**config.mk**
```make
export PLATFORM = sky130hd
export DESIGN_NAME = dsrs_top
export DESIGN_NICKNAME = d
export VERILOG_FILES = /design/src/dsrs_pkg.sv /design/src/dsrs_sync.sv /design/src/dsrs_top.sv
export SDC_FILE = /design/constraint.sdc
export NUM_CORES = 1
export LEC_CHECK = 0
export ABC_AREA = 0
export BUFFER_PORTS_ARGS = -buffer_cell sky130_fd_sc_hd__buf_2
export CAP_MARGIN = 20
export CORE_UTILIZATION = 45
export CTS_CLUSTER_DIAMETER = 120
export DETAILED_ROUTE_END_ITERATION = 8
export GPL_TIMING_DRIVEN = 0
export HOLD_SLACK_MARGIN = 0.15
export PLACE_DENSITY = 0.72
export SLEW_MARGIN = 20
export SYNTH_ARGS = -nofsm -noshare
export SYNTH_HDL_FRONTEND = slang
export SYNTH_SLANG_ARGS = --single-unit
```
**constraint.sdc**
```tcl
create_clock -name CORE_CLK -period 1.5 [get_ports CORE_CLK]
set_clock_uncertainty 0.15 [all_clocks]
set_input_delay 0.225 -clock CORE_CLK [delete_from_list [all_inputs] [get_ports CORE_CLK]]
set_output_delay 0.225 -clock CORE_CLK [all_outputs]
set_load 0.01 [all_outputs]
```
**src/dsrs_pkg.sv**
```systemverilog
// Shared types and constants of the door state relay signalling block
package dsrs_pkg;

	// Drive order tracking, direction as the motor currently runs it
	typedef enum logic [1:0] {
		ORD_IDLE,
		ORD_CLOSING,
		ORD_OPENING
	} dsrs_order_t;

	// Encoding of the drive order direction input
	localparam logic DIR_OPEN         = 1'h1;
	localparam logic DIR_CLOSE        = 1'h0;

	// Sensor configuration setting: sensor function test selected
	localparam logic CFG_TEST_ON      = 1'h1;

	// Reset values
	localparam logic RST_CONTACT      = 1'h0;
	localparam logic RST_DOOR_STATE   = 1'h0;
	localparam logic RST_REVERSED     = 1'h0;
	localparam logic RST_SYNC         = 1'h0;
	localparam dsrs_order_t RST_ORDER = ORD_IDLE;

endpackage

```
**src/dsrs_sync.sv**
```systemverilog
// Three-stage pin synchroniser that accepts a change once stages two and three agree
`timescale 1ns/10ps

module dsrs_sync (
	// Clock and reset
	input  wire logic clk,
	input  wire logic rst,
	// Asynchronous pin level
	input  wire logic din,
	// Level in the clock domain
	output logic      dout
);

	logic s1_ff;
	logic s2_ff;
	logic s3_ff;
	logic out_ff;

	// The first stage feeds only the second; metastability settles there
	always_ff @(posedge clk or posedge rst) begin
		if (rst) begin
			s1_ff <= dsrs_pkg::RST_SYNC;
			s2_ff <= dsrs_pkg::RST_SYNC;
			s3_ff <= dsrs_pkg::RST_SYNC;
		end else begin
			s1_ff <= din;
			s2_ff <= s1_ff;
			s3_ff <= s2_ff;
		end
	end

	// A single-cycle glitch never reaches the output
	always_ff @(posedge clk or posedge rst) begin
		if (rst) begin
			out_ff <= dsrs_pkg::RST_SYNC;
		end else if (s2_ff == s3_ff) begin
			out_ff <= s3_ff;
		end
	end

	assign dout = out_ff;

endmodule

```
**src/dsrs_top.sv**
```systemverilog
// Door state relay signalling: closed, reversing and open contacts with fault encoding
`timescale 1ns/10ps

module dsrs_top (
	// Clock and reset
	input  wire logic CORE_CLK,
	input  wire logic RST,
	// Drive order events from the motor control logic
	input  wire logic ORDER_START,
	input  wire logic ORDER_DIR,
	input  wire logic ORDER_REVERSE,
	input  wire logic ORDER_DONE,
	input  wire logic ORDER_ABORT,
	// Door position sensor pins
	input  wire logic DOOR_AT_CLOSED,
	input  wire logic DOOR_AT_OPEN,
	// Sensor configuration and test stimulus
	input  wire logic SENSOR_CONFIGURATION_SETTING,
	input  wire logic SENSOR_TEST_STIMULUS,
	// System fault level
	input  wire logic SYSTEM_FAULT,
	// Relay contacts
	output logic      CLOSED_STATE_CONTACT,
	output logic      REVERSING_CONTACT,
	output logic      OPEN_STATE_CONTACT,
	// Order status
	output logic      ORDER_RUNNING
);

	dsrs_pkg::dsrs_order_t order_ff;
	dsrs_pkg::dsrs_order_t nxt_order;

	logic at_closed;
	logic at_open;
	logic at_closed_prev_ff;
	logic at_open_prev_ff;
	logic closed_fall;
	logic open_rise;
	logic open_fall;

	logic running;
	logic order_end;
	logic close_done;
	logic open_done;
	logic push_open;

	logic closed_ff;
	logic nxt_closed;
	logic open_ff;
	logic nxt_open;
	logic rev_ff;
	logic nxt_rev;

	logic closed_contact_ff;
	logic open_contact_ff;
	logic rev_contact_ff;

	// Position pins come from outside the clock domain
	dsrs_sync u_sync_closed (
		.clk  (CORE_CLK),
		.rst  (RST),
		.din  (DOOR_AT_CLOSED),
		.dout (at_closed)
	);

	dsrs_sync u_sync_open (
		.clk  (CORE_CLK),
		.rst  (RST),
		.din  (DOOR_AT_OPEN),
		.dout (at_open)
	);

	always_ff @(posedge CORE_CLK or posedge RST) begin
		if (RST) begin
			at_closed_prev_ff <= dsrs_pkg::RST_SYNC;
			at_open_prev_ff   <= dsrs_pkg::RST_SYNC;
		end else begin
			at_closed_prev_ff <= at_closed;
			at_open_prev_ff   <= at_open;
		end
	end

	assign closed_fall = at_closed_prev_ff & ~at_closed;
	assign open_rise   = ~at_open_prev_ff & at_open;
	assign open_fall   = at_open_prev_ff & ~at_open;

	// Drive order tracking
	assign running   = (order_ff != dsrs_pkg::ORD_IDLE);
	assign order_end = ORDER_DONE | ORDER_ABORT;

	always_comb begin
		nxt_order = order_ff;
		if (ORDER_START) begin
			nxt_order = (ORDER_DIR == dsrs_pkg::DIR_OPEN) ?
				dsrs_pkg::ORD_OPENING : dsrs_pkg::ORD_CLOSING;
		end else if (order_end) begin
			nxt_order = dsrs_pkg::ORD_IDLE;
		end else if (ORDER_REVERSE) begin
			unique case (order_ff)
				dsrs_pkg::ORD_IDLE:    nxt_order = dsrs_pkg::ORD_IDLE;
				dsrs_pkg::ORD_CLOSING: nxt_order = dsrs_pkg::ORD_OPENING;
				dsrs_pkg::ORD_OPENING: nxt_order = dsrs_pkg::ORD_CLOSING;
				default:               nxt_order = dsrs_pkg::ORD_IDLE;
			endcase
		end
	end

	always_ff @(posedge CORE_CLK or posedge RST) begin
		if (RST) begin
			order_ff <= dsrs_pkg::RST_ORDER;
		end else begin
			order_ff <= nxt_order;
		end
	end

	// A second reversal brings the order back to its own direction
	always_comb begin
		nxt_rev = rev_ff;
		if (ORDER_START || order_end) begin
			nxt_rev = 1'h0;
		end else if (ORDER_REVERSE && running) begin
			nxt_rev = ~rev_ff;
		end
	end

	always_ff @(posedge CORE_CLK or posedge RST) begin
		if (RST) begin
			rev_ff <= dsrs_pkg::RST_REVERSED;
		end else begin
			rev_ff <= nxt_rev;
		end
	end

	// Completion only counts when the position sensor confirms the end stop
	assign close_done = ORDER_DONE & (order_ff == dsrs_pkg::ORD_CLOSING) & at_closed;
	assign open_done  = ORDER_DONE & (order_ff == dsrs_pkg::ORD_OPENING) & at_open;
	assign push_open  = open_rise & ~running & ~ORDER_START;

	// Closed state is logical, position alone never sets it
	always_comb begin
		nxt_closed = closed_ff;
		if (ORDER_START) begin
			nxt_closed = 1'h0;
		end else if (close_done) begin
			nxt_closed = 1'h1;
		end else if (closed_fall || open_done || push_open) begin
			nxt_closed = 1'h0;
		end
	end

	always_ff @(posedge CORE_CLK or posedge RST) begin
		if (RST) begin
			closed_ff <= dsrs_pkg::RST_DOOR_STATE;
		end else begin
			closed_ff <= nxt_closed;
		end
	end

	always_comb begin
		nxt_open = open_ff;
		if (ORDER_START) begin
			nxt_open = 1'h0;
		end else if (open_done || push_open) begin
			nxt_open = 1'h1;
		end else if (open_fall || close_done) begin
			nxt_open = 1'h0;
		end
	end

	always_ff @(posedge CORE_CLK or posedge RST) begin
		if (RST) begin
			open_ff <= dsrs_pkg::RST_DOOR_STATE;
		end else begin
			open_ff <= nxt_open;
		end
	end

	// Contact drivers; fault overrides the door states
	always_ff @(posedge CORE_CLK or posedge RST) begin
		if (RST) begin
			closed_contact_ff <= dsrs_pkg::RST_CONTACT;
			open_contact_ff   <= dsrs_pkg::RST_CONTACT;
		end else if (SYSTEM_FAULT) begin
			closed_contact_ff <= 1'h1;
			open_contact_ff   <= 1'h1;
		end else begin
			closed_contact_ff <= closed_ff & ~open_ff;
			open_contact_ff   <= open_ff & ~closed_ff;
		end
	end

	always_ff @(posedge CORE_CLK or posedge RST) begin
		if (RST) begin
			rev_contact_ff <= dsrs_pkg::RST_CONTACT;
		end else if (SENSOR_CONFIGURATION_SETTING == dsrs_pkg::CFG_TEST_ON) begin
			rev_contact_ff <= SENSOR_TEST_STIMULUS;
		end else begin
			rev_contact_ff <= rev_ff;
		end
	end

	assign CLOSED_STATE_CONTACT = closed_contact_ff;
	assign OPEN_STATE_CONTACT   = open_contact_ff;
	assign REVERSING_CONTACT    = rev_contact_ff;
	assign ORDER_RUNNING        = running;

	// Checks

	a_closed_follow: assert property (@(posedge CORE_CLK) disable iff (RST)
		!SYSTEM_FAULT |=> (CLOSED_STATE_CONTACT == $past(closed_ff)))
		else $error("closed contact does not follow closed state");

	a_closed_cause: assert property (@(posedge CORE_CLK) disable iff (RST)
		$rose(closed_ff) |-> $past(ORDER_DONE && order_ff == dsrs_pkg::ORD_CLOSING))
		else $error("closed state entered without completed closing order");

	a_no_push_close: assert property (@(posedge CORE_CLK) disable iff (RST)
		(!closed_ff && !(ORDER_DONE && order_ff == dsrs_pkg::ORD_CLOSING)) |=> !closed_ff)
		else $error("closed state entered by pushing");

	a_start_clears: assert property (@(posedge CORE_CLK) disable iff (RST)
		ORDER_START |=> (!closed_ff && !open_ff)
			##1 (CLOSED_STATE_CONTACT == $past(SYSTEM_FAULT)))
		else $error("new order did not leave door state");

	a_push_leaves: assert property (@(posedge CORE_CLK) disable iff (RST)
		(closed_ff && closed_fall && !close_done) |=> !closed_ff)
		else $error("closed state kept after door pushed away");

	a_rev_select: assert property (@(posedge CORE_CLK) disable iff (RST)
		(SENSOR_CONFIGURATION_SETTING != dsrs_pkg::CFG_TEST_ON)
			|=> (REVERSING_CONTACT == $past(rev_ff)))
		else $error("reversing contact not showing reversal");

	a_rev_toggle: assert property (@(posedge CORE_CLK) disable iff (RST)
		(ORDER_REVERSE && running && !ORDER_START && !order_end)
			|=> (rev_ff != $past(rev_ff)))
		else $error("reversal not registered");

	a_rev_ends: assert property (@(posedge CORE_CLK) disable iff (RST)
		(order_end || ORDER_START) |=> !rev_ff)
		else $error("reversal indication outlived its order");

	a_test_stim: assert property (@(posedge CORE_CLK) disable iff (RST)
		(SENSOR_CONFIGURATION_SETTING == dsrs_pkg::CFG_TEST_ON)
			|=> (REVERSING_CONTACT == $past(SENSOR_TEST_STIMULUS)))
		else $error("reversing contact not showing test stimulus");

	a_open_follow: assert property (@(posedge CORE_CLK) disable iff (RST)
		!SYSTEM_FAULT |=> (OPEN_STATE_CONTACT == $past(open_ff)))
		else $error("open contact does not follow open state");

	a_open_entry: assert property (@(posedge CORE_CLK) disable iff (RST)
		(open_done || push_open) && !ORDER_START |=> open_ff ##1 (OPEN_STATE_CONTACT))
		else $error("open state not entered");

	a_fault_both: assert property (@(posedge CORE_CLK) disable iff (RST)
		SYSTEM_FAULT |=> (CLOSED_STATE_CONTACT && OPEN_STATE_CONTACT))
		else $error("fault not shown on both contacts");

	a_no_both: assert property (@(posedge CORE_CLK) disable iff (RST)
		!SYSTEM_FAULT |=> !(CLOSED_STATE_CONTACT && OPEN_STATE_CONTACT))
		else $error("both contacts active without fault");

	a_done_refused: assert property (@(posedge CORE_CLK) disable iff (RST)
		(ORDER_DONE && !at_closed && !closed_ff) |=> !closed_ff)
		else $error("closed state entered without end stop confirmation");

	a_run_start: assert property (@(posedge CORE_CLK) disable iff (RST)
		ORDER_START |=> ORDER_RUNNING)
		else $error("new order not tracked");

	a_run_end: assert property (@(posedge CORE_CLK) disable iff (RST)
		(order_end && !ORDER_START) |=> !ORDER_RUNNING)
		else $error("finished order still tracked");

	a_rev_idle: assert property (@(posedge CORE_CLK) disable iff (RST)
		!ORDER_RUNNING |-> !rev_ff)
		else $error("reversal shown with no order running");

	a_open_leaves: assert property (@(posedge CORE_CLK) disable iff (RST)
		(open_ff && open_fall) |=> !open_ff)
		else $error("open state kept after door pushed away");

	a_open_cause: assert property (@(posedge CORE_CLK) disable iff (RST)
		$rose(open_ff) |-> $past(open_done || push_open))
		else $error("open state entered without order or push");

	a_states_apart: assert property (@(posedge CORE_CLK) disable iff (RST)
		!(closed_ff && open_ff))
		else $error("closed and open states set together");

	a_close_clears_open: assert property (@(posedge CORE_CLK) disable iff (RST)
		close_done |=> !open_ff)
		else $error("open state kept after closing order completed");

endmodule

```
; ---- Word level (Yosys, flattened, before mapping)
; Index checks and enable logic that the tools add are counted.
[op_classes]
n_bitwise = 20
mux = 16
n_eq_ne = 4
reduce_logical = 11
[ops]
columns = operator, count
row1 = AND 1 bit, 11
row2 = 2-to-1 mux 1 bit, 11
row3 = nonzero test 3 bit, 3
row4 = 2-to-1 mux 2 bit, 4
row5 = NOT 1 bit, 8
row6 = logical OR 1 bit, 5
row7 = case mux 2 bit (2 select lines), 1
row8 = nonzero test 2 bit, 2
row9 = equality test 1 bit, 2
row10 = equality test 2 x 1 -> 1 bit (second input constant), 1
row11 = equality test 2 bit (second input constant), 1
row12 = logical AND 1 bit, 1
row13 = OR 1 bit, 1
[totals]
output_inout_bits = 4
regBits = 18
input_bits = 12
word_cells = 68

; ---- Depth between registers and ports, before layout
[logic_depth]
word_depth = 8
mapped_depth = 3
ltp_nobuf = 3

; ---- Hierarchy
; From an unflattened synthesis, not the netlist that was laid out.
[hier_totals]
cells_unflattened = 50
area_unflattened_um2 = 666.9
[modules_own_cells]
columns = module, cells_each, instances, area_each_um2, seq_area_each_um2
row1 = dsrs_top, 38, 1, 436.7, 250.2
row2 = dsrs_sync, 6, 2, 115.1, 100.1

; ---- Worst setup path after synthesis
; Ideal clock, no wire load.
[synth_timing]
kind = flip-flop to flip-flop
from = register order_ff[1]
to = register closed_ff
arrival_ns = 0.837
path_stages_with_launch = 4
setup_slack_ns = 0.393
required_time_ns = 1.230
setup_time_ns = 0.120
cell_sequence = dfrtp_1 > nor3_1 > o21ai_2 > and3_1
[synth_between]
elab_chain_len = 6
[synth_lines]
columns = element, line_no
row1 = from (decl), dsrs_top.sv:30  ; dsrs_pkg::dsrs_order_t order_ff;
row2 = from (signal assigned), dsrs_top.sv:110  ; order_ff <= dsrs_pkg::RST_ORDER;
row3 = from (signal assigned), dsrs_top.sv:112  ; order_ff <= nxt_order;
row4 = equality test 2 bit / nonzero test 2 bit (equally long branches), "dsrs_top.sv:136, dsrs_top.sv:88"
row5 = AND 1 bit / NOT 1 bit (equally long branches), "dsrs_top.sv:136, dsrs_top.sv:137"
row6 = "AND 1 bit, on equally long branches", "dsrs_top.sv:136, dsrs_top.sv:137"
row7 = logical OR 1 bit / AND 1 bit (equally long branches), "dsrs_top.sv:146, dsrs_top.sv:137"
row8 = logical OR 1 bit, dsrs_top.sv:146  ; end else if (closed_fall || open_done || push_open) begin
row9 = nonzero test 3 bit (no line), -
row10 = to (signal assigned), dsrs_top.sv:153  ; closed_ff <= dsrs_pkg::RST_DOOR_STATE;
row11 = to (signal assigned), dsrs_top.sv:155  ; closed_ff <= nxt_closed;
row12 = to (decl), dsrs_top.sv:47  ; logic closed_ff;
; Parallel ways exist; a longest one is shown, timed or not.
; A chain may end at the register's enable or synchronous reset.

; ---- Worst setup path after layout
[layout_timing]
from = register order_ff[1]
to = output port ORDER_RUNNING
[layout_between]
elab_chain_len = 1
[layout_lines]
columns = element, line_no
row1 = nonzero test 2 bit, dsrs_top.sv:88  ; assign running = (order_ff != dsrs_pkg::ORD_IDLE);
row2 = to (decl), dsrs_top.sv:27  ; output logic ORDER_RUNNING
; No other way between the ends.

==> results.md <==
- Element type at the critical path start: flop
- Estimated wirelength of the detail-placed design: 733 um
- DR WL/cell: ~14 um
- Total clock sinks: 18
- Max Clk Rate: 0.676 GHz
- Total wire length after detailed routing: 1310 um
- Max capacitance violation total: 0
- Overall routing resource usage: 0.175
- Clock tree buffer depth: 2
- CTS tree: built
- Largest fanout on the critical path: 2
- Clock-pin slew of the registers on the worst-case setup and hold paths: around 0.10 ns
- Count of flip-flops with a built-in enable after synthesis: 0
- Vias in the first global route: 414
- Number of distinct library cells after synthesis: 24
- Dpl cell area: 759 um^2
- Number of port buffers: 15
- Antenna diode instance count: 0
- XOR/XNOR Fraction of Synth Area: 0.0132
- Leakage power of the design: between 0.4 and 0.5 nW
- Number of cells traversed by the worst hold path: 0
- Combined area of the multi-input logic cells: roughly 200 um^2
- Capture instance of the worst register-to-register path: closed_ff
- Primary flip-flop cell chosen by synthesis mapping: sky130_fd_sc_hd__dfrtp_1
- Max rail drop VDD: approximately 0.00093 V
- Simple-gate share of the synthesized area: 0.133
- CTS H-tree lvls: 1
- Arrival time of data at the critical path endpoint: 1.10 ns
- GRT overflow: 0
- CTS root buf: sky130_fd_sc_hd__clkbuf_4
- Number of nets with antenna violations after detailed routing: 0
- Layout filler cell count: 90
- Min-delay src: u_sync_closed.s1_ff
- Antenna violations before repair: 0
- Number of violations reported at the end of detailed-routing iteration 0: 1
- Final min period: around 1.5 ns
- Die Wd: roughly 40 um
- Sequential cell area in the final layout: between 400 and 500 um^2
- Total number of vias: 462
- Type of element capturing the critical path: output pin
- Final Max Tran Viols: 0
- Top cell type's share of synthesized area: 0.677
- Net count of the mapped netlist: 61
- Area Overhead vs Synth: 40.4%
- Clock latency at the later pin of the worst-skew pair: about 0.28 ns
- Core Rows: 13
- Status: finished clean
- Final hold slack: 0.210 ns
- Top cells by area, synth: sky130_fd_sc_hd__dfrtp_1 68%, sky130_fd_sc_hd__mux2_2 3.4%, sky130_fd_sc_hd__maj3_1 3.0%
- Number of instances in the synthesized netlist: ~50
- Cell area after layout: roughly 930 um^2
- Required arrival time at the worst endpoint: between 1 and 1.5 ns
- Combinational family with the most area after synthesis: simple AND/OR/NAND/NOR gates
- Fraction of layout cells with a size suffix above 1: 0.354
- Relative max-transition margin: 0.540
- Final count of negative-setup-slack endpoints: 0
- Start of the worst register-to-register path: order_ff[1]
- Area share of fa/ha/maj cells after synthesis: 0.0301
- Die height: between 40 and 50 um
- Global-route wire length before repair: roughly 1800 um
- Register bit total from synthesis: 18
- Yosys synthesis warning count: 0
- TritonCTS buffer count: 3
- Area of the die: about 0.0016 mm^2
- Worst setup path class: flop to output pin
- Power density over cell area: ~1000 mW/mm^2
- Worst Tran Pin Value: 0.689 ns
- Library cell occupying the most area in the post-synthesis netlist: sky130_fd_sc_hd__dfrtp_1
- Worst Reg2Reg Path Length in Cells: 5
- Per-instance average area after synthesis: ~14 um^2
- Compound-cell area share of the yosys netlist: 0.0808
- RePlAce Congestion: roughly 0.6
- Count of unresolved DRC violations after routing: 0
- Number of iterations in the first detailed-routing pass: 2
- Boundary pin count: 16
- Hold WC Path Type: flop to flop
- Area of the core: 0.00133 mm^2
- Proportion of register bits with asynchronous set or reset after synthesis: 1.00
- Total count of hold-check failures in the final report: 0
- Post-synthesis sequential area ratio: 0.677
- Sink of the worst hold path: u_sync_closed.s2_ff
- Vias per std cell: ~4.8
- Starting density of the core: 0.499
- Ratio of final minimum period to clock period: 0.986
- Combined area of all synthesized cells: between 600 and 700 um^2
- List of most frequent post-synthesis cells: 18 x sky130_fd_sc_hd__dfrtp_1, 3 x sky130_fd_sc_hd__inv_1
- Most frequently used cell type in the post-synthesis netlist: sky130_fd_sc_hd__dfrtp_1
- Maximum number of pins on one net before global-route repair: 19
- Reg2reg setup slack: 0.11 ns
- Final layout net count: 95
- Share of synthesized area spent on multiplexers: 0.0489
## placed cells by master (no fill, tap or decap), drive strengths merged
master       instances
or2                  1
o22ai                1
nand4b               1
nor2b                1
dlygate4sd3         11
o21bai               1
dfrtp               18
mux2                 2
nand3                1
o21ai                4
clkbuf               4
nand2b               1
mux2i                1
maj3                 2
and3                 1
nor2                 1
xor2                 1
inv                  3
or3                  1
a21o                 1
nand2                2
buf                 18
and2                 1
a21oi                1
and2b                2
nor3                 1
## cell type report
class / count / share of cell area
well taps: 15 / 0.0201
clock buffers: 4 / 0.0388
flip-flops and latches: 18 / 0.482
inverters: 3 / 0.0120
repair buffers: 29 / 0.229
multi-input cells: 28 / 0.218
## cells by family (layout without fill, tap and decap cells)
group	after synthesis	in the layout
DFF	18	18
and+or+nand+nor	14	14
AOI/OAI and AO/OA	8	8
muxes	3	3
buffers and inverters	3	36
adders and majority gates	2	2
xor gates and xnor gates	1	1
## metrics by stage
step / setup TNS (ns) / instances / total power [mW] / util / setup WS [ns]
2_1_floorplan: 0 / 49 / 0.592 / - / 0.393
3_3_place_gp: 0 / 79 / 0.626 / 0.569 / 0.275
3_5_place_dp: 0 / 79 / 0.630 / 0.569 / 0.270
4_1_cts: 0 / 96 / 0.945 / 0.690 / 0.0232
5_1_grt: -0.0162 / 97 / 0.992 / 0.701 / -0.0162
6_report: 0 / 97 / 0.946 / 0.701 / 0.0215
## flip-flops by register name, indices dropped and copies added (netlist names)
register and count:
CLOSED_STATE_CONTACT 1, OPEN_STATE_CONTACT 1, REVERSING_CONTACT 1, at_closed_prev_ff 1
at_open_prev_ff 1, closed_ff 1, open_ff 1, order_ff 2
rev_ff 1, u_sync_closed.dout 1, u_sync_closed.s1_ff 1, u_sync_closed.s2_ff 1
u_sync_closed.s3_ff 1, u_sync_open.dout 1, u_sync_open.s1_ff 1, u_sync_open.s2_ff 1
u_sync_open.s3_ff 1
## repair_timing
item | CTS | global route
hold endpoints to repair | 28 | 0
pin swaps | 0 | 0
setup buffers | 2 | 1
endpoints found under the setup margin | 1 | 1
gates resized for setup | 0 | 1
hold buffers | 11 | 0
## power by group
group	switching [mW]	leakage (nW)	internal [mW]
clock network	0.143	0.0210	0.147
registers	0.0161	0.219	0.516
logic	0.0528	0.213	0.0713
## critical path: stages, from the launching register on
cell and delay, ns:
sky130_fd_sc_hd__dfrtp_1 0.40, sky130_fd_sc_hd__or2_2 0.30, sky130_fd_sc_hd__buf_6 0.12
## metal layers
metal / vias to the layer above / global-route usage / part of all wire / wire, um
met4: 0 / 0.0250 / 0 / 0
met5: - / 0 / 0 / 0
met3: 0 / 0.0500 / 0.023 / 30
li1: 235 / - / - / -
met2: 9 / 0.294 / 0.53 / 690
met1: 218 / 0.229 / 0.45 / 589
## how the worst max path moves through the flow
stage | slack, ns | start | endpoint
6_report | 0.02 | order_ff[1] | ORDER_RUNNING
5_1_grt | -0.02 | order_ff[1] | ORDER_RUNNING
4_1_cts | 0.02 | order_ff[1] | ORDER_RUNNING
3_5_place_dp | 0.27 | order_ff[1] | ORDER_RUNNING
3_3_place_gp | 0.28 | order_ff[1] | ORDER_RUNNING
2_1_floorplan | 0.39 | order_ff[1] | closed_ff
(Power assumes the default switching activity.)
